[config.mk]
export PLATFORM = sky130hd
export DESIGN_NAME = ces_status
export DESIGN_NICKNAME = d
export VERILOG_FILES = /design/src/ces_pkg.sv /design/src/ces_status.sv
export SDC_FILE = /design/constraint.sdc
export NUM_CORES = 1
export LEC_CHECK = 0
export BUFFER_PORTS_ARGS = -buffer_cell sky130_fd_sc_hd__clkbuf_2
export CORE_UTILIZATION = 54
export DETAILED_ROUTE_END_ITERATION = 8
export MAX_ROUTING_LAYER = met4
export PLACE_DENSITY = 0.83
export SYNTH_ARGS = -nofsm -noshare
export SYNTH_HDL_FRONTEND = slang
export SYNTH_SLANG_ARGS = --single-unit
export TNS_END_PERCENT = 100
[constraint.sdc]
create_clock -name pclk -period 3.6 [get_ports pclk]
set_clock_uncertainty 0.15 [all_clocks]
set_input_delay 0.36 -clock pclk [delete_from_list [all_inputs] [get_ports pclk]]
set_output_delay 0.36 -clock pclk [all_outputs]
set_load 0.1 [all_outputs]
[src/ces_pkg.sv]
// constants, field layout and carrier types for the CAN error status block
// assumes the protocol engine runs on the same clock as the register bus
package ces_pkg;

  // ==========================================================================
  // register offsets (byte addresses, one aligned word each)
  localparam logic [7:0] PROTO_STATUS_OFS   = 8'h00;
  localparam logic [7:0] FAULT_COUNTERS_OFS = 8'h04;
  localparam logic [7:0] IRQ_STATUS_OFS     = 8'h08;
  localparam logic [7:0] IRQ_MASK_OFS       = 8'h0C;

  // ==========================================================================
  // protocol_status field positions
  localparam int LEC_LSB    = 0;
  localparam int LEC_MSB    = 2;
  localparam int ACT_LSB    = 3;
  localparam int ACT_MSB    = 4;
  localparam int EP_BIT     = 5;
  localparam int WARN_BIT   = 6;
  localparam int BUS_OFF_FLAG_BIT   = 7;

  // fault_counters field positions
  localparam int TEC_LSB    = 0;
  localparam int TEC_MSB    = 7;
  localparam int REC_LSB    = 8;
  localparam int REC_MSB    = 14;
  localparam int RP_BIT     = 15;

  // ==========================================================================
  // last error kind codes
  localparam logic [2:0] LEC_NONE    = 3'h0;
  localparam logic [2:0] LEC_STUFF   = 3'h1;
  localparam logic [2:0] LEC_FORM    = 3'h2;
  localparam logic [2:0] LEC_ACK     = 3'h3;
  localparam logic [2:0] LEC_BIT1    = 3'h4;
  localparam logic [2:0] LEC_BIT0    = 3'h5;
  localparam logic [2:0] LEC_CRC     = 3'h6;
  localparam logic [2:0] LEC_NO_EVT  = 3'h7;

  // bus activity codes
  localparam logic [1:0] ACT_SYNC    = 2'h0;
  localparam logic [1:0] ACT_IDLE    = 2'h1;
  localparam logic [1:0] ACT_RX      = 2'h2;
  localparam logic [1:0] ACT_TX      = 2'h3;

  // ==========================================================================
  // fault confinement figures and reset values
  localparam logic [7:0] TEC_STEP       = 8'h08;
  localparam logic [7:0] TALLY_MAX      = 8'hFF;
  localparam logic [7:0] REC_SHOWN_MAX  = 8'h7F;
  localparam logic [7:0] REC_REWIND     = 8'h78;
  localparam logic [2:0] LEC_RESET      = 3'h0;
  localparam logic [4:0] IRQ_MASK_RESET = 5'h00;
  localparam int         IRQ_W          = 5;

  // interrupt status bit positions
  localparam int IRQ_ERR   = 0;
  localparam int IRQ_EP    = 1;
  localparam int IRQ_WARN  = 2;
  localparam int IRQ_BUS_OFF_FLAG  = 3;
  localparam int IRQ_RECOV = 4;

  // ==========================================================================
  // events reported by the protocol engine, one-cycle pulses
  typedef struct packed {
    logic       err_valid;
    logic [2:0] err_kind;
    logic       err_as_tx;
    logic       ok_tx;
    logic       ok_rx;
    logic       recessive11;
  } ces_evt_t;

  // confinement state handed back to the protocol engine
  typedef struct packed {
    logic error_passive;
    logic bus_off;
  } ces_conf_t;

endpackage

[src/ces_status.sv]
// CAN error status and fault confinement reporting with an APB register slave
// assumes event pulses and the activity code come from logic on pclk
//
// Behaviour
// - three-bit last error kind in protocol_status bits 2:0
// - error-free transfer clears last error kind to code 0
// - reading protocol_status sets last error kind to all ones
// - stuffing fault is recorded as code 1
// - format fault is recorded as code 2
// - missing acknowledgement is recorded as code 3
// - recessive sent but dominant seen is recorded as code 4
// - dominant sent but recessive seen is recorded as code 5
// - each 11 recessive bits in bus-off recovery writes code 5
// - checksum mismatch is recorded as code 6
// - two-bit bus activity: sync, idle, receiver, transmitter
// - bit 5 high while error passive, low while error active
// - warning bit set once either counter reaches 96
// - bit 7 high while bus-off, low otherwise
// - transmit counter in bits 7:0, maximum 255
// - receive counter in bits 14:8, shown at most 127
// - bit 15 set once receive count reaches 128
//
// Our own choices: the placing of the registers and the APB interface to the registers.
module ces_status #(
  parameter int WARN_LIMIT    = 96,
  parameter int PASSIVE_LEVEL = 128,
  parameter int RECOVERY_RUNS = 128
) (
  input  wire logic             pclk,
  input  wire logic             presetn,
  input  wire logic             psel,
  input  wire logic             penable,
  input  wire logic             pwrite,
  input  wire logic [7:0]       paddr,
  input  wire logic [31:0]      pwdata,
  output logic      [31:0]      prdata,
  output logic                  pready,
  output logic                  pslverr,
  input  wire ces_pkg::ces_evt_t evt,
  input  wire logic [1:0]       activity,
  output ces_pkg::ces_conf_t    conf,
  output logic                  irq
);

  // ==========================================================================
  // elaboration checks
  initial
  begin
    if (WARN_LIMIT < 1 || WARN_LIMIT > 255)
      $error("warning limit must fit the 8-bit tallies");
    if (PASSIVE_LEVEL <= WARN_LIMIT || PASSIVE_LEVEL > 255)
      $error("passive level must lie above the warning limit");
    if (RECOVERY_RUNS < 1 || RECOVERY_RUNS > 255)
      $error("recovery runs must fit the 8-bit run counter");
  end

  localparam logic [7:0] WARN_L = 8'(WARN_LIMIT);
  localparam logic [7:0] PASS_L = 8'(PASSIVE_LEVEL);
  localparam logic [7:0] RUNS_L = 8'(RECOVERY_RUNS - 1);

  typedef enum logic [1:0] {ST_ACTIVE, ST_PASSIVE, ST_BUS_OFF} ces_fc_state_t;

  // ==========================================================================
  // helpers
  function automatic logic [7:0] sat_add(input logic [7:0] v, input logic [7:0] inc);
    logic [8:0] s;
    s = {1'b0, v} + {1'b0, inc};
    sat_add = s[8] ? ces_pkg::TALLY_MAX : s[7:0];
  endfunction

  function automatic logic is_error_kind(input logic [2:0] k);
    unique case (k)
      ces_pkg::LEC_STUFF: is_error_kind = 1'b1;
      ces_pkg::LEC_FORM:  is_error_kind = 1'b1;
      ces_pkg::LEC_ACK:   is_error_kind = 1'b1;
      ces_pkg::LEC_BIT1:  is_error_kind = 1'b1;
      ces_pkg::LEC_BIT0:  is_error_kind = 1'b1;
      ces_pkg::LEC_CRC:   is_error_kind = 1'b1;
      default:            is_error_kind = 1'b0;
    endcase
  endfunction

  function automatic logic at_or_above(input logic [7:0] a, input logic [7:0] b, input logic [7:0] lim);
    at_or_above = (a >= lim) || (b >= lim);
  endfunction

  // ==========================================================================
  // state
  logic [7:0]    tec_q;
  logic [7:0]    tec_d;
  logic [7:0]    rec_q;
  logic [7:0]    rec_d;
  logic [7:0]    runs_q;
  logic [7:0]    runs_d;
  ces_fc_state_t fc_q;
  ces_fc_state_t fc_d;
  logic [2:0]    lec_q;
  logic [1:0]    act_q;
  logic [ces_pkg::IRQ_W-1:0] irq_stat_q;
  logic [ces_pkg::IRQ_W-1:0] irq_mask_q;
  logic [ces_pkg::IRQ_W-1:0] irq_set;
  logic [ces_pkg::IRQ_W-1:0] irq_clr;
  logic [31:0]   prdata_q;
  logic          pslverr_q;

  logic          err_hit;
  logic          recov_step;
  logic          rd_setup;
  logic          wr_access;
  logic          mapped;
  logic          ep_now;
  logic          warn_now;
  logic          bus_off_flag_now;
  logic [31:0]   ps_word;
  logic [31:0]   fc_word;
  logic [31:0]   rd_mux;

  assign err_hit    = evt.err_valid && is_error_kind(evt.err_kind) && (fc_q != ST_BUS_OFF);
  assign recov_step = (fc_q == ST_BUS_OFF) && evt.recessive11;

  // ==========================================================================
  // fault confinement tallies
  // bus-off is entered when a transmit step would pass 255, so the tally
  // saturates there instead of wrapping
  always_comb
  begin
    tec_d  = tec_q;
    rec_d  = rec_q;
    runs_d = runs_q;
    fc_d   = fc_q;
    if (fc_q == ST_BUS_OFF)
    begin
      if (evt.recessive11)
      begin
        if (runs_q == RUNS_L)
        begin
          tec_d  = 8'h00;
          rec_d  = 8'h00;
          runs_d = 8'h00;
          fc_d   = ST_ACTIVE;
        end
        else
          runs_d = runs_q + 8'h01;
      end
    end
    else
    begin
      if (err_hit && evt.err_as_tx)
      begin
        if (tec_q > (ces_pkg::TALLY_MAX - ces_pkg::TEC_STEP))
        begin
          tec_d = ces_pkg::TALLY_MAX;
          fc_d  = ST_BUS_OFF;
        end
        else
          tec_d = sat_add(tec_q, ces_pkg::TEC_STEP);
      end
      else if (err_hit)
        rec_d = sat_add(rec_q, 8'h01);
      else
      begin
        if (evt.ok_tx && tec_q != 8'h00)
          tec_d = tec_q - 8'h01;
        if (evt.ok_rx)
        begin
          if (rec_q > ces_pkg::REC_SHOWN_MAX)
            rec_d = ces_pkg::REC_REWIND;
          else if (rec_q != 8'h00)
            rec_d = rec_q - 8'h01;
        end
      end
      if (fc_d != ST_BUS_OFF)
        fc_d = at_or_above(tec_d, rec_d, PASS_L) ? ST_PASSIVE : ST_ACTIVE;
    end
  end

  always_ff @(posedge pclk or negedge presetn)
  begin
    if (!presetn)
    begin
      tec_q  <= 8'h00;
      rec_q  <= 8'h00;
      runs_q <= 8'h00;
      fc_q   <= ST_ACTIVE;
    end
    else
    begin
      tec_q  <= tec_d;
      rec_q  <= rec_d;
      runs_q <= runs_d;
      fc_q   <= fc_d;
    end
  end

  assign ep_now   = (fc_q == ST_PASSIVE);
  assign bus_off_flag_now = (fc_q == ST_BUS_OFF);
  assign warn_now = at_or_above(tec_q, rec_q, WARN_L);
  assign conf     = '{error_passive: ep_now, bus_off: bus_off_flag_now};

  // ==========================================================================
  // last error kind and activity
  // an event in the same cycle as a status read wins over the read's all-ones
  always_ff @(posedge pclk or negedge presetn)
  begin
    if (!presetn)
      lec_q <= ces_pkg::LEC_RESET;
    else if (err_hit)
      lec_q <= evt.err_kind;
    else if (recov_step)
      lec_q <= ces_pkg::LEC_BIT0;
    else if (evt.ok_tx || evt.ok_rx)
      lec_q <= ces_pkg::LEC_NONE;
    else if (rd_setup && paddr == ces_pkg::PROTO_STATUS_OFS)
      lec_q <= ces_pkg::LEC_NO_EVT;
  end

  always_ff @(posedge pclk or negedge presetn)
  begin
    if (!presetn)
      act_q <= ces_pkg::ACT_SYNC;
    else
      act_q <= activity;
  end

  // ==========================================================================
  // status words, reserved bits tied low
  always_comb
  begin
    ps_word = 32'h0000_0000;
    ps_word[ces_pkg::LEC_MSB:ces_pkg::LEC_LSB] = lec_q;
    ps_word[ces_pkg::ACT_MSB:ces_pkg::ACT_LSB] = act_q;
    ps_word[ces_pkg::EP_BIT]   = ep_now;
    ps_word[ces_pkg::WARN_BIT] = warn_now;
    ps_word[ces_pkg::BUS_OFF_FLAG_BIT] = bus_off_flag_now;
  end

  always_comb
  begin
    fc_word = 32'h0000_0000;
    fc_word[ces_pkg::TEC_MSB:ces_pkg::TEC_LSB] = tec_q;
    fc_word[ces_pkg::REC_MSB:ces_pkg::REC_LSB] =
      (rec_q > ces_pkg::REC_SHOWN_MAX) ? ces_pkg::REC_SHOWN_MAX[6:0] : rec_q[6:0];
    fc_word[ces_pkg::RP_BIT] = (rec_q >= PASS_L);
  end

  // ==========================================================================
  // interrupts: sticky status, write one to clear, set beats clear
  assign irq_set[ces_pkg::IRQ_ERR]   = err_hit;
  assign irq_set[ces_pkg::IRQ_EP]    = (fc_d == ST_PASSIVE) != ep_now;
  assign irq_set[ces_pkg::IRQ_WARN]  = at_or_above(tec_d, rec_d, WARN_L) != warn_now;
  assign irq_set[ces_pkg::IRQ_BUS_OFF_FLAG]  = (fc_d == ST_BUS_OFF) != bus_off_flag_now;
  assign irq_set[ces_pkg::IRQ_RECOV] = recov_step;
  assign irq_clr = (wr_access && paddr == ces_pkg::IRQ_STATUS_OFS) ? pwdata[ces_pkg::IRQ_W-1:0] : '0;

  always_ff @(posedge pclk or negedge presetn)
  begin
    if (!presetn)
      irq_stat_q <= '0;
    else
      irq_stat_q <= (irq_stat_q & ~irq_clr) | irq_set;
  end

  always_ff @(posedge pclk or negedge presetn)
  begin
    if (!presetn)
      irq_mask_q <= ces_pkg::IRQ_MASK_RESET;
    else if (wr_access && paddr == ces_pkg::IRQ_MASK_OFS)
      irq_mask_q <= pwdata[ces_pkg::IRQ_W-1:0];
  end

  assign irq = |(irq_stat_q & irq_mask_q);

  // ==========================================================================
  // apb slave: read data is captured in the setup cycle so the access phase
  // always completes with no wait state; writes land at the access edge
  assign rd_setup  = psel && !penable && !pwrite;
  assign wr_access = psel && penable && pwrite && !pslverr_q;
  assign mapped    = (paddr == ces_pkg::PROTO_STATUS_OFS) || (paddr == ces_pkg::FAULT_COUNTERS_OFS) ||
                     (paddr == ces_pkg::IRQ_STATUS_OFS)   || (paddr == ces_pkg::IRQ_MASK_OFS);

  always_comb
  begin
    rd_mux = 32'h0000_0000;
    unique case (paddr)
      ces_pkg::PROTO_STATUS_OFS:   rd_mux = ps_word;
      ces_pkg::FAULT_COUNTERS_OFS: rd_mux = fc_word;
      ces_pkg::IRQ_STATUS_OFS:     rd_mux[ces_pkg::IRQ_W-1:0] = irq_stat_q;
      ces_pkg::IRQ_MASK_OFS:       rd_mux[ces_pkg::IRQ_W-1:0] = irq_mask_q;
      default:                     rd_mux = 32'h0000_0000;
    endcase
  end

  always_ff @(posedge pclk or negedge presetn)
  begin
    if (!presetn)
    begin
      prdata_q  <= 32'h0000_0000;
      pslverr_q <= 1'b0;
    end
    else if (psel && !penable)
    begin
      prdata_q  <= pwrite ? 32'h0000_0000 : rd_mux;
      pslverr_q <= !mapped;
    end
  end

  assign prdata  = prdata_q;
  assign pready  = 1'b1;
  assign pslverr = psel && penable && pslverr_q;
endmodule

Word-level counts from Yosys, hierarchy flattened
Index checks and enable logic that the tools add are counted.
{"block": "classes", "add_sub_neg": 5, "n_lt_le_gt_ge": 9, "n_eq_ne": 19, "muxes": 38, "bitwise": 4, "n_reduce_logical": 32}
{"cell": "8-bit 2-to-1 mux", "count": 20}
{"cell": "8-bit by 7-bit greater-or-equal comparator with 1-bit output, second input constant", "count": 4}
{"cell": "32-bit 2-to-1 mux", "count": 1}
{"cell": "8-bit greater-or-equal comparator, second input constant", "count": 3}
{"cell": "11-bit case mux with 2 select lines", "count": 1}
{"cell": "5-bit case mux with 4 select lines", "count": 1}
{"cell": "8-bit by 4-bit equality test with 1-bit output, second input constant", "count": 2}
{"cell": "8-bit nonzero test", "count": 2}
{"cell": "8-bit by 1-bit subtractor with 8-bit output, second input constant", "count": 2}
{"cell": "1-bit logical AND", "count": 14}
{"cell": "2-bit 2-to-1 mux", "count": 7}
{"cell": "3-bit 2-to-1 mux", "count": 4}
{"cell": "5-bit bitwise AND", "count": 2}
{"cell": "8-bit by 1-bit adder with 9-bit output, second input constant", "count": 1}
{"cell": "8-bit by 4-bit adder with 9-bit output, second input constant", "count": 1}
{"cell": "3-bit equality test, second input constant", "count": 3}
{"cell": "8-bit by 1-bit adder with 8-bit output, second input constant", "count": 1}
{"cell": "8-bit by 3-bit equality test with 1-bit output, second input constant", "count": 1}
{"cell": "8-bit by 7-bit equality test with 1-bit output, second input constant", "count": 1}
{"cell": "8-bit by 7-bit > comparator with 1-bit output, second input constant", "count": 1}
{"cell": "8-bit > comparator, second input constant", "count": 1}
{"cell": "8-bit logical NOT", "count": 1}
{"cell": "1-bit logical OR", "count": 7}
{"cell": "7-bit 2-to-1 mux", "count": 1}
{"cell": "15 further kinds", "count": 25}
{"block": "word_totals", "regBits": 74, "input_bits": 55}

Depth between registers and ports, before layout
Gate-level depths: netlist of the first run.
{"block": "logic_depth", "word_depth": 16, "mapped_depth": 10}

Least setup slack after synthesis of the first run
No wires, ideal clock.
{"block": "synth_path", "path_kind": "input to register", "start": "in evt[5] (netlist name)", "end": "reg irq_stat_q[2] (netlist name)", "t_arrival_ns": 2.423, "required_time_ns": 3.371, "path_slack_ns": 0.948, "stages": 7, "n_path_buf": 0, "path_cell_list": "or3_4 > and4_4 > or4_4 > a41oi_2 > o311ai_1 > a2111oi_2 > mux2i_1"}
{"block": "synth_between", "elab_chain_len": 13}
{"element": "start, declared", "line_no": "ces_status.sv:39", "rtl": "input wire ces_pkg::ces_evt_t evt,"}
{"element": "3-bit equality test, or another cell as far along", "line_no": "ces_status.sv:72", "rtl": "unique case (k)"}
{"element": "6-bit OR reduction (no line) (*)"}
{"element": "1-bit 2-to-1 mux (*)", "line_no": "ces_status.sv:72"}
{"element": "1-bit logical AND (*) (2 in series)", "line_no": "ces_status.sv:118", "rtl": "assign err_hit = evt.err_valid && is_error_kind(evt.err_kind) && (fc_q != ST_BUS_OFF);"}
{"element": "8-bit 2-to-1 mux / 1-bit logical AND (equally long branches)", "line_no": "ces_status.sv:158, ces_status.sv:148"}
{"element": "8-bit 2-to-1 mux (*)", "line_no": "ces_status.sv:148", "rtl": "if (err_hit && evt.err_as_tx)"}
{"element": "8-bit 2-to-1 mux (*) (2 in series)", "line_no": "ces_status.sv:131", "rtl": "if (fc_q == ST_BUS_OFF)"}
{"element": "via tec_d[5]", "line_no": "ces_status.sv:90", "rtl": "logic [7:0] tec_d;"}
{"element": "8-bit by 7-bit greater-or-equal comparator with 1-bit output (*)", "line_no": "ces_status.sv:84", "rtl": "at_or_above = (a >= lim) || (b >= lim);"}
{"element": "1-bit logical OR (*)", "line_no": "ces_status.sv:84"}
{"element": "1-bit inequality test (*)", "line_no": "ces_status.sv:250", "rtl": "assign irq_set[ces_pkg::IRQ_WARN] = at_or_above(tec_d, rec_d, WARN_L) != warn_now;"}
{"element": "5-bit bitwise OR (*)", "line_no": "ces_status.sv:260", "rtl": "irq_stat_q <= (irq_stat_q & ~irq_clr) | irq_set;"}
{"element": "end signal, assigned", "line_no": "ces_status.sv:260"}
{"element": "end, declared", "line_no": "ces_status.sv:99", "rtl": "logic [ces_pkg::IRQ_W-1:0] irq_stat_q;"}
Mark *: on every way through the listed nets, which the timed path passes. The rest lies on a longest branch. The select of a mux whose other input is x is not followed.
A chain may end at the register's enable or synchronous reset.

Final worst setup path of the first run
{"block": "layout_path", "start": "reg runs_q[3]", "end": "reg irq_stat_q[2] (netlist name)"}
{"block": "layout_between", "elab_chain_len": 8}
{"element": "start, declared", "line_no": "ces_status.sv:93", "rtl": "logic [7:0] runs_q;"}
{"element": "start signal, assigned", "line_no": "ces_status.sv:190", "rtl": "runs_q <= runs_d;"}
{"element": "8-bit by 7-bit equality test with 1-bit output", "line_no": "ces_status.sv:135", "rtl": "if (runs_q == RUNS_L)"}
{"element": "8-bit 2-to-1 mux", "line_no": "ces_status.sv:135"}
{"element": "8-bit 2-to-1 mux", "line_no": "ces_status.sv:133", "rtl": "if (evt.recessive11)"}
{"element": "8-bit 2-to-1 mux", "line_no": "ces_status.sv:131"}
{"element": "via rec_d[7]", "line_no": "ces_status.sv:92", "rtl": "logic [7:0] rec_d;"}
{"element": "8-bit by 7-bit greater-or-equal comparator with 1-bit output", "line_no": "ces_status.sv:84"}
{"element": "1-bit logical OR", "line_no": "ces_status.sv:84"}
{"element": "1-bit inequality test", "line_no": "ces_status.sv:250"}
{"element": "5-bit bitwise OR", "line_no": "ces_status.sv:260"}
The timed path passes the listed nets, and every way through them passes these cells.

==> reports/summary.txt, run 1 <==
Global routing usage summed across all routing layers -> 0.2594
Primary flip-flop cell chosen by synthesis mapping -> dfrtp_1
Number of cell rows -> 29
Number of enable flip-flop cells after synthesis -> 0
Overall die width -> 83.92 um
Die extent in y -> 83.92 um
Worst-path cell with the longest stage delay -> o41ai_2
Congestion Overflow GR -> 0
Pin count of the biggest net entering global routing -> 46
Worst ir drop on vdd -> 237.2 uV
Most numerous cell types in the synthesized netlist -> nand2_1 (66), dfrtp_1 (58), o21ai_0 (33)
IO Count -> 92
Area growth from synthesis to layout -> 12.40%
Rel. slew slack -> 0.2743
Period utilisation layout -> 0.8292
Total Die Area -> 0.007042 mm^2
Critical path endpoint category -> flip-flop
Dominant cell by count in the synthesized netlist -> nand2_1
Quantity of I/O buffers inserted on ports -> 47
Area taken by flip-flops and latches -> 0.001451 mm^2
Cell family contributing the most delay on the critical path -> compound AO/OA/AOI/OAI gates
Clock network latency to the later pin of the worst-skew pair -> 350 ps
GPL Wtd Cong -> 0.9353
Power density of the placed cells -> 591.5 mW/mm^2
Setup TNS -> 0 ps
Status -> finished with violations
Cells traversed along the worst timing path -> nand4_1, o41ai_2, nand2_1, a221o_1, a2111oi_2, mux2i_1
Arrival @ worst endpoint -> 3110 ps
Worst Path Required -> 3720 ps
Async set-reset flop share out of synthesis -> 1.000
Ys Warns -> 0
Worst Path Buf+Inv -> 0
Net count of the finished layout -> 515
Initial drt markers -> 344
Crit-path max FO -> 6
Worst-case clock buffer depth -> 2
Synth cell types -> 61
Fin util -> 0.6341
Cell count of the worst reg-to-reg path -> 6
Post-CTS setup buffer count -> 0
Violations in the final reports -> DRC
Highest metal layer with signal wires -> met4
Met1 Routed Length -> 3779 um
Setup repair after global routing missed its margin -> no
Post-DP HPWL -> 6068 um
Max-slew violation count -> 0
Routed wire length per instance -> 15.54 um
Number of global-route vias before repair -> 2976
Transition at the pin with the smallest max-transition slack -> 1089 ps
Cells taking the most area after synthesis -> dfrtp_1 (40%), nand2_1 (6.8%), o21ai_0 (4.6%), buf_4 (3.9%), nor2_1 (3.3%)
Number of antenna repair diodes -> 0
Average vias per placed instance -> 5.966
Detailed-routed wire length on met2 -> 3880 um
Post-synthesis instance total -> 414
Hold/Removal Path Class -> in -> async
Total area of multi-input combinational cells -> 0.001951 mm^2
Pre-Repair DR Iteration Count -> 7
Clock H-tree levels -> 3
Critical path's largest stage delay -> 730 ps
Static leakage power -> 1.919 nW
Final hold viol count -> 0
Final setup violation count -> 0
Reg2reg end -> irq_stat_q[2]
Average cell area after synthesis -> 8.752 um^2
Cells resized by post-CTS repair -> 0
Initial antenna violation count -> 0
Max_cap viols -> 0
Wire length of the first global-routing pass -> 13970 um
Remaining routing DRC violations -> 10
Largest area contributor in the netlist -> dfrtp_1
Fraction of layout instances using a drive strength above 1 -> 0.1969
Core ar. -> 0.006422 mm^2
DR vias -> 3186
Overall routed net length -> 8300 um
Root Buffer Master -> clkbuf_8
Sequential fraction of the synthesis area -> 0.4006
Critical path type -> reg -> reg
CTS tree -> built
Crit start category -> flip-flop
CTS Sinks -> 58
Netlist Area Pre-Place -> 0.003623 mm^2
Seq cells post-synth -> 58
Filler cells -> 520
Number of buffers added by the clock tree synthesis step -> 9
Achievable frequency -> 335.0 MHz
R2r startpoint -> runs_q[3]
Register-to-register setup slack -> 620 ps
Initial core utilization -> 0.5642
Portion of synthesized cell area occupied by the leading cell type -> 0.4006
Clock transition at the register clock pins on the worst setup and hold paths after CTS -> 70 ps
Final period demand of the worst path -> 2985 ps
Antenna viol nets, final -> 0
Amount of wire on met3 after detailed routing -> 452 um
report_power, final:
group	total, W	switching (W)	internal (W)	leakage (nW)
clock	0.000692	0.000264	0.000428	0.117
sequential	0.000949	0.000205	0.000744	0.749
combinational	0.000769	0.000474	0.000295	1.05
layout make-up:
class                   instances  area share
multi-input cells             316      0.4790
flip-flops and latches         58      0.3564
repair buffers                 55     0.07373
clock buffers                  12     0.03810
well taps                      77     0.02366
clock inverters                 4     0.01813
inverters                      12     0.01106
what timing repair did:
| item | CTS | global route |
|---|---|---|
| hold buffers | 2 | 0 |
| hold endpoints to repair | 2 | 0 |
| endpoints found under the setup margin | 0 | 0 |
layout by cell type (no fill, tap or decap), drive strengths merged, types with 7 or more instances in the layout:
cell / Yosys / routed
mux2: 7 / 7
inv: 12 / 12
ha: 8 / 8
conb: 2 / 17
o21ai: 34 / 34
nor2: 32 / 32
nor3: 14 / 14
nand2b: 9 / 9
dfrtp: 58 / 58
nand3: 9 / 9
nand4: 7 / 7
nand2: 66 / 66
a21oi: 16 / 16
clkbuf: 24 / 59
flip-flops by register name, summed over array words and instances (netlist names):
register,flops
irq_stat_q,5
lec_q,3
prdata,16
tec_q,8
fc_q,2
irq_mask_q,5
rec_q,8
act_q,2
runs_q,8
pslverr_q,1
metrics by stage:
stage                     hold WS, ps  power (W)  setup WS [ps]  std cells  cell area, um^2
final                           55.81   0.002409          615.1        534             4073
after global routing            99.23   0.002551          432.4        534             4073
after CTS                       93.82   0.002400          673.7        534             4073
after detailed placement        320.8   0.001706          592.3        516             3824
after global placement          311.4   0.001674          677.0        516             3824
after floorplan                -85.59   0.001552          948.0        429             3680
cells by family (layout without fill, tap and decap cells):
kind of cell / count (synthesis) / count (layout) / share of synthesized area
AO/OA/AOI/OAI: 93 / 93 / 0.1734
XOR/XNOR: 7 / 7 / 0.01692
adder cells (fa/ha/maj): 8 / 8 / 0.02763
buffers and inverters: 55 / 83 / 0.07666
flip-flops: 58 / 58 / 0.4006
multiplexers: 15 / 15 / 0.06112
other: 2 / 17 / 0.002073
AND/OR/NAND/NOR: 176 / 176 / 0.2417
routing by layer:
layer / global-route usage / up-vias
met5: - / -
met1: 0.3353 / 1511
li1: - / 1531
met4: 0.09091 / 0
met2: 0.3979 / 125
met3: 0.06528 / 19
how the worst max path moves through the flow:
stage	start	endpoint	cells after the start
final	runs_q[3]	irq_stat_q[2]	6
after CTS	runs_q[3]	irq_stat_q[2]	6
after global routing	runs_q[3]	irq_stat_q[2]	6
after floorplan	evt[5]	irq_stat_q[2]	7
after global placement	evt[5]	irq_stat_q[2]	8
after detailed placement	evt[5]	irq_stat_q[2]	8
No activity file was read; power rests on OpenSTA's default activity.
==> inputs of run 2 (changes only) <==
--- a/config.mk
+++ b/config.mk
@@ -6,10 +6,10 @@
 export NUM_CORES = 1
 export LEC_CHECK = 0
 export BUFFER_PORTS_ARGS = -buffer_cell sky130_fd_sc_hd__clkbuf_2
-export CORE_UTILIZATION = 54
+export CORE_UTILIZATION = 48
 export DETAILED_ROUTE_END_ITERATION = 8
 export MAX_ROUTING_LAYER = met4
-export PLACE_DENSITY = 0.83
+export PLACE_DENSITY = 0.78
 export SYNTH_ARGS = -nofsm -noshare
 export SYNTH_HDL_FRONTEND = slang
 export SYNTH_SLANG_ARGS = --single-unit
==> constraint.sdc (replaced) <==
create_clock -name pclk -period 2.43 [get_ports pclk]
set_clock_uncertainty 0.15 [all_clocks]
set_input_delay 0.243 -clock pclk [delete_from_list [all_inputs] [get_ports pclk]]
set_output_delay 0.243 -clock pclk [all_outputs]
set_load 0.1 [all_outputs]
==> run 2 against run 1 <==
The run ends with setup timing left. Fmax is 10% higher. Core utilization increased by 3.2 points. Cell area up 19%. Register-to-register slack lost 890 ps. Non-clock buffer count grew 75. Combinational power increased to 2.6 times the previous value. Hold slack lost 38 ps. Routed wire length up 31%. Largest cell class unchanged. Cell count increased by 18%.
==> reports/summary.txt, run 2 (synthesis gave the netlist of run 1 again) <==
Register-to-register setup slack -> -280 ps (-890 ps)
Reg2reg end -> irq_stat_q[2]
Die extent in y -> 88.89 um (+5.9%)
Cells traversed along the worst timing path -> inv_4, ha_4, nand2_2, buf_4, or4_4, a41oi_4, o311ai_4, a2111oi_4, mux2i_1
Clock network latency to the later pin of the worst-skew pair -> 340 ps (about the same)
Wire length of the first global-routing pass -> 16630 um (+19%)
Worst Path Buf+Inv -> 2 (+2)
Total Die Area -> 0.007901 mm^2 (+12%)
Clock H-tree levels -> 3 (unchanged)
Number of stages on the worst setup path -> 9 (+3)
Worst-case clock buffer depth -> 2 (unchanged)
Post-DP HPWL -> 7315 um (+21%)
Design Area, Final -> 0.004857 mm^2 (+19%)
GPL Wtd Cong -> 0.9513 (+1.7%)
Achievable frequency -> 369.6 MHz (+10%)
Critical path's largest stage delay -> 540 ps (-190 ps)
Congestion Overflow GR -> 0 (unchanged)
Total Power Consumption -> 0.004441 W (+84%)
IO Count -> 92 (unchanged)
Violations in the final reports -> setup timing
Pre-Repair DR Iteration Count -> 8 (+1)
Status -> finished with violations
Area growth from synthesis to layout -> 34.05%
Power density of the placed cells -> 914.4 mW/mm^2 (+55%)
Overall routed net length -> 10880 um (+31%)
Transition at the pin with the smallest max-transition slack -> 701.4 ps (-387.2 ps)
CTS tree -> built
Period utilisation layout -> 1.113 (+0.2842)
Crit-path max FO -> 3 (-3)
Worst Path Required -> 2540 ps (-1180 ps)
Core ar. -> 0.007292 mm^2 (+14%)
Antenna viol nets, final -> 0 (unchanged)
Cell depth of the worst hold path -> 2
Pin count of the biggest net entering global routing -> 34 (-26%)
Initial core utilization -> 0.4969 (-0.06728)
Remaining routing DRC violations -> 0 (-10)
Post-detailed-placement cell area -> 0.004374 mm^2 (+14%)
Cell count of the worst reg-to-reg path -> 9 (+3)
Number of global-route vias before repair -> 3462 (+16%)
Overall die width -> 88.89 um (+5.9%)
Arrival @ worst endpoint -> 2810 ps (-300 ps)
Crit start category -> flip-flop
Global routing usage summed across all routing layers -> 0.2897 (+0.03031)
Worst-path cell with the longest stage delay -> or4_4
Number of flip-flops under the largest register name -> 16 (unchanged)
Initial antenna violation count -> 0 (unchanged)
Filler cells -> 584 (+12%)
Number of antenna repair diodes -> 0 (unchanged)
Hold/Removal Path Class -> in -> reg
Critical path type -> reg -> reg
Cell family contributing the most delay on the critical path -> compound AO/OA/AOI/OAI gates
Setup TNS -> -361.8 ps (-361.8 ps)
Average vias per placed instance -> 5.957 (-0.15%)
Critical path endpoint category -> flip-flop
Clock transition at the register clock pins on the worst setup and hold paths after CTS -> 70 ps (about the same)
Max-slew violation count -> 0 (unchanged)
Setup repair after global routing missed its margin -> yes
Net count of the finished layout -> 590 (+15%)
Number of cell rows -> 31 (+6.9%)
Endpoint of the worst hold-timing path -> irq_mask_q[0]
Quantity of I/O buffers inserted on ports -> 47 (unchanged)
Most common cell after layout, fill and taps aside -> buf_4
Static leakage power -> 2.312 nW (+20%)
Post-route setup slack -> -275.4 ps (-890.4 ps)
Routed wire length per instance -> 17.24 um (+11%)
Worst ir drop on vdd -> 373.2 uV (+57%)
DR vias -> 3759 (+18%)
R2r startpoint -> tec_q[3]
Final setup violation count -> 2 (+2)
Final period demand of the worst path -> 2705 ps (-279.6 ps)
Origin of the worst min-delay path -> pwdata[0]
Final hold viol count -> 0 (unchanged)
Rel. slew slack -> 0.5324 (+0.2582)
Max_cap viols -> 0 (unchanged)
Number of cells in the finished layout apart from fillers -> 631 (+18%)
Fraction of layout instances using a drive strength above 1 -> 0.3459 (+0.1489)
Initial drt markers -> 419 (+22%)
Number of buffers added by the clock tree synthesis step -> 9 (unchanged)
Root Buffer Master -> clkbuf_8
Most used cells in the layout excluding fill and tap cells -> buf_4 (77), nand2_1 (65), dfrtp_1 (57), clkbuf_2 (46), nor2_1 (32)
Cells after DPL -> 603 (+17%)
CTS Sinks -> 58 (unchanged)
-- run 2: cell type report --
| cell class | count | area (um^2) | area share |
|---|---|---|---|
| inverter | 12 | 50.05 | 0.01030 |
| multi-input combinational | 316 | 2092 | 0.4307 |
| timing repair buffer | 130 | 889.6 | 0.1832 |
| clock buffer | 9 | 123.9 | 0.02550 |
| tap | 99 | 123.9 | 0.02550 |
| clock inverter | 7 | 125.1 | 0.02576 |
| sequential | 58 | 1453 | 0.2991 |
-- run 2: worst max path at each step --
stage               slack, ps             to      from
finish                   -280  irq_stat_q[2]  tec_q[3]
global route             -350  irq_stat_q[2]  tec_q[2]
CTS                      -240  irq_stat_q[2]  tec_q[1]
detailed placement       -300  irq_stat_q[2]    evt[5]
global placement         -230  irq_stat_q[2]    evt[5]
floorplan                -180  irq_stat_q[2]  tec_q[3]
-- run 2: through the flow --
step,setup slack (ps),hold WS (ps),util
2_1_floorplan,-179.3,-202.6,-
3_3_place_gp,-228.3,179.5,0.5999
3_5_place_dp,-301.7,184.3,0.5999
4_1_cts,-240.2,2.839,0.6489
5_1_grt,-346.2,2.046,0.6661
6_report,-275.4,17.72,0.6661
-- run 2: worst register-to-register path: cells and delay by family (launching register included) --
kind / cells / cell delay (ps)
buffers and inverters: 2 / 240
and+or+nand+nor: 2 / 610
adders and majority gates: 1 / 120
AOI/OAI and AO/OA: 3 / 790
DFF: 1 / 450
muxes: 1 / 250
-- run 2: report_power, final --
group / total, W / leakage [nW] / switching (W) / internal [W]
clock: 0.00114 / 0.124 / 0.000447 / 0.000692
combinational: 0.00202 / 1.44 / 0.00111 / 0.000913
sequential: 0.00128 / 0.748 / 0.000177 / 0.00111
-- run 2: metal layers --
| layer | global-route usage | share of wire | up-vias |
|---|---|---|---|
| met4 | 0.1085 | 0.029 | 0 |
| met2 | 0.4804 | 0.50 | 218 |
| met1 | 0.3492 | 0.39 | 1804 |
| li1 | - | - | 1690 |
| met3 | 0.05597 | 0.079 | 47 |
| met5 | - | 0 | - |
-- run 2: repair_timing --
item,in CTS,in global routing
endpoints found under the hold margin,30,0
pin swaps,9,10
setup endpoints to repair,3,7
hold buffers,5,0
gates resized for setup,9,19
setup buffers,2,6
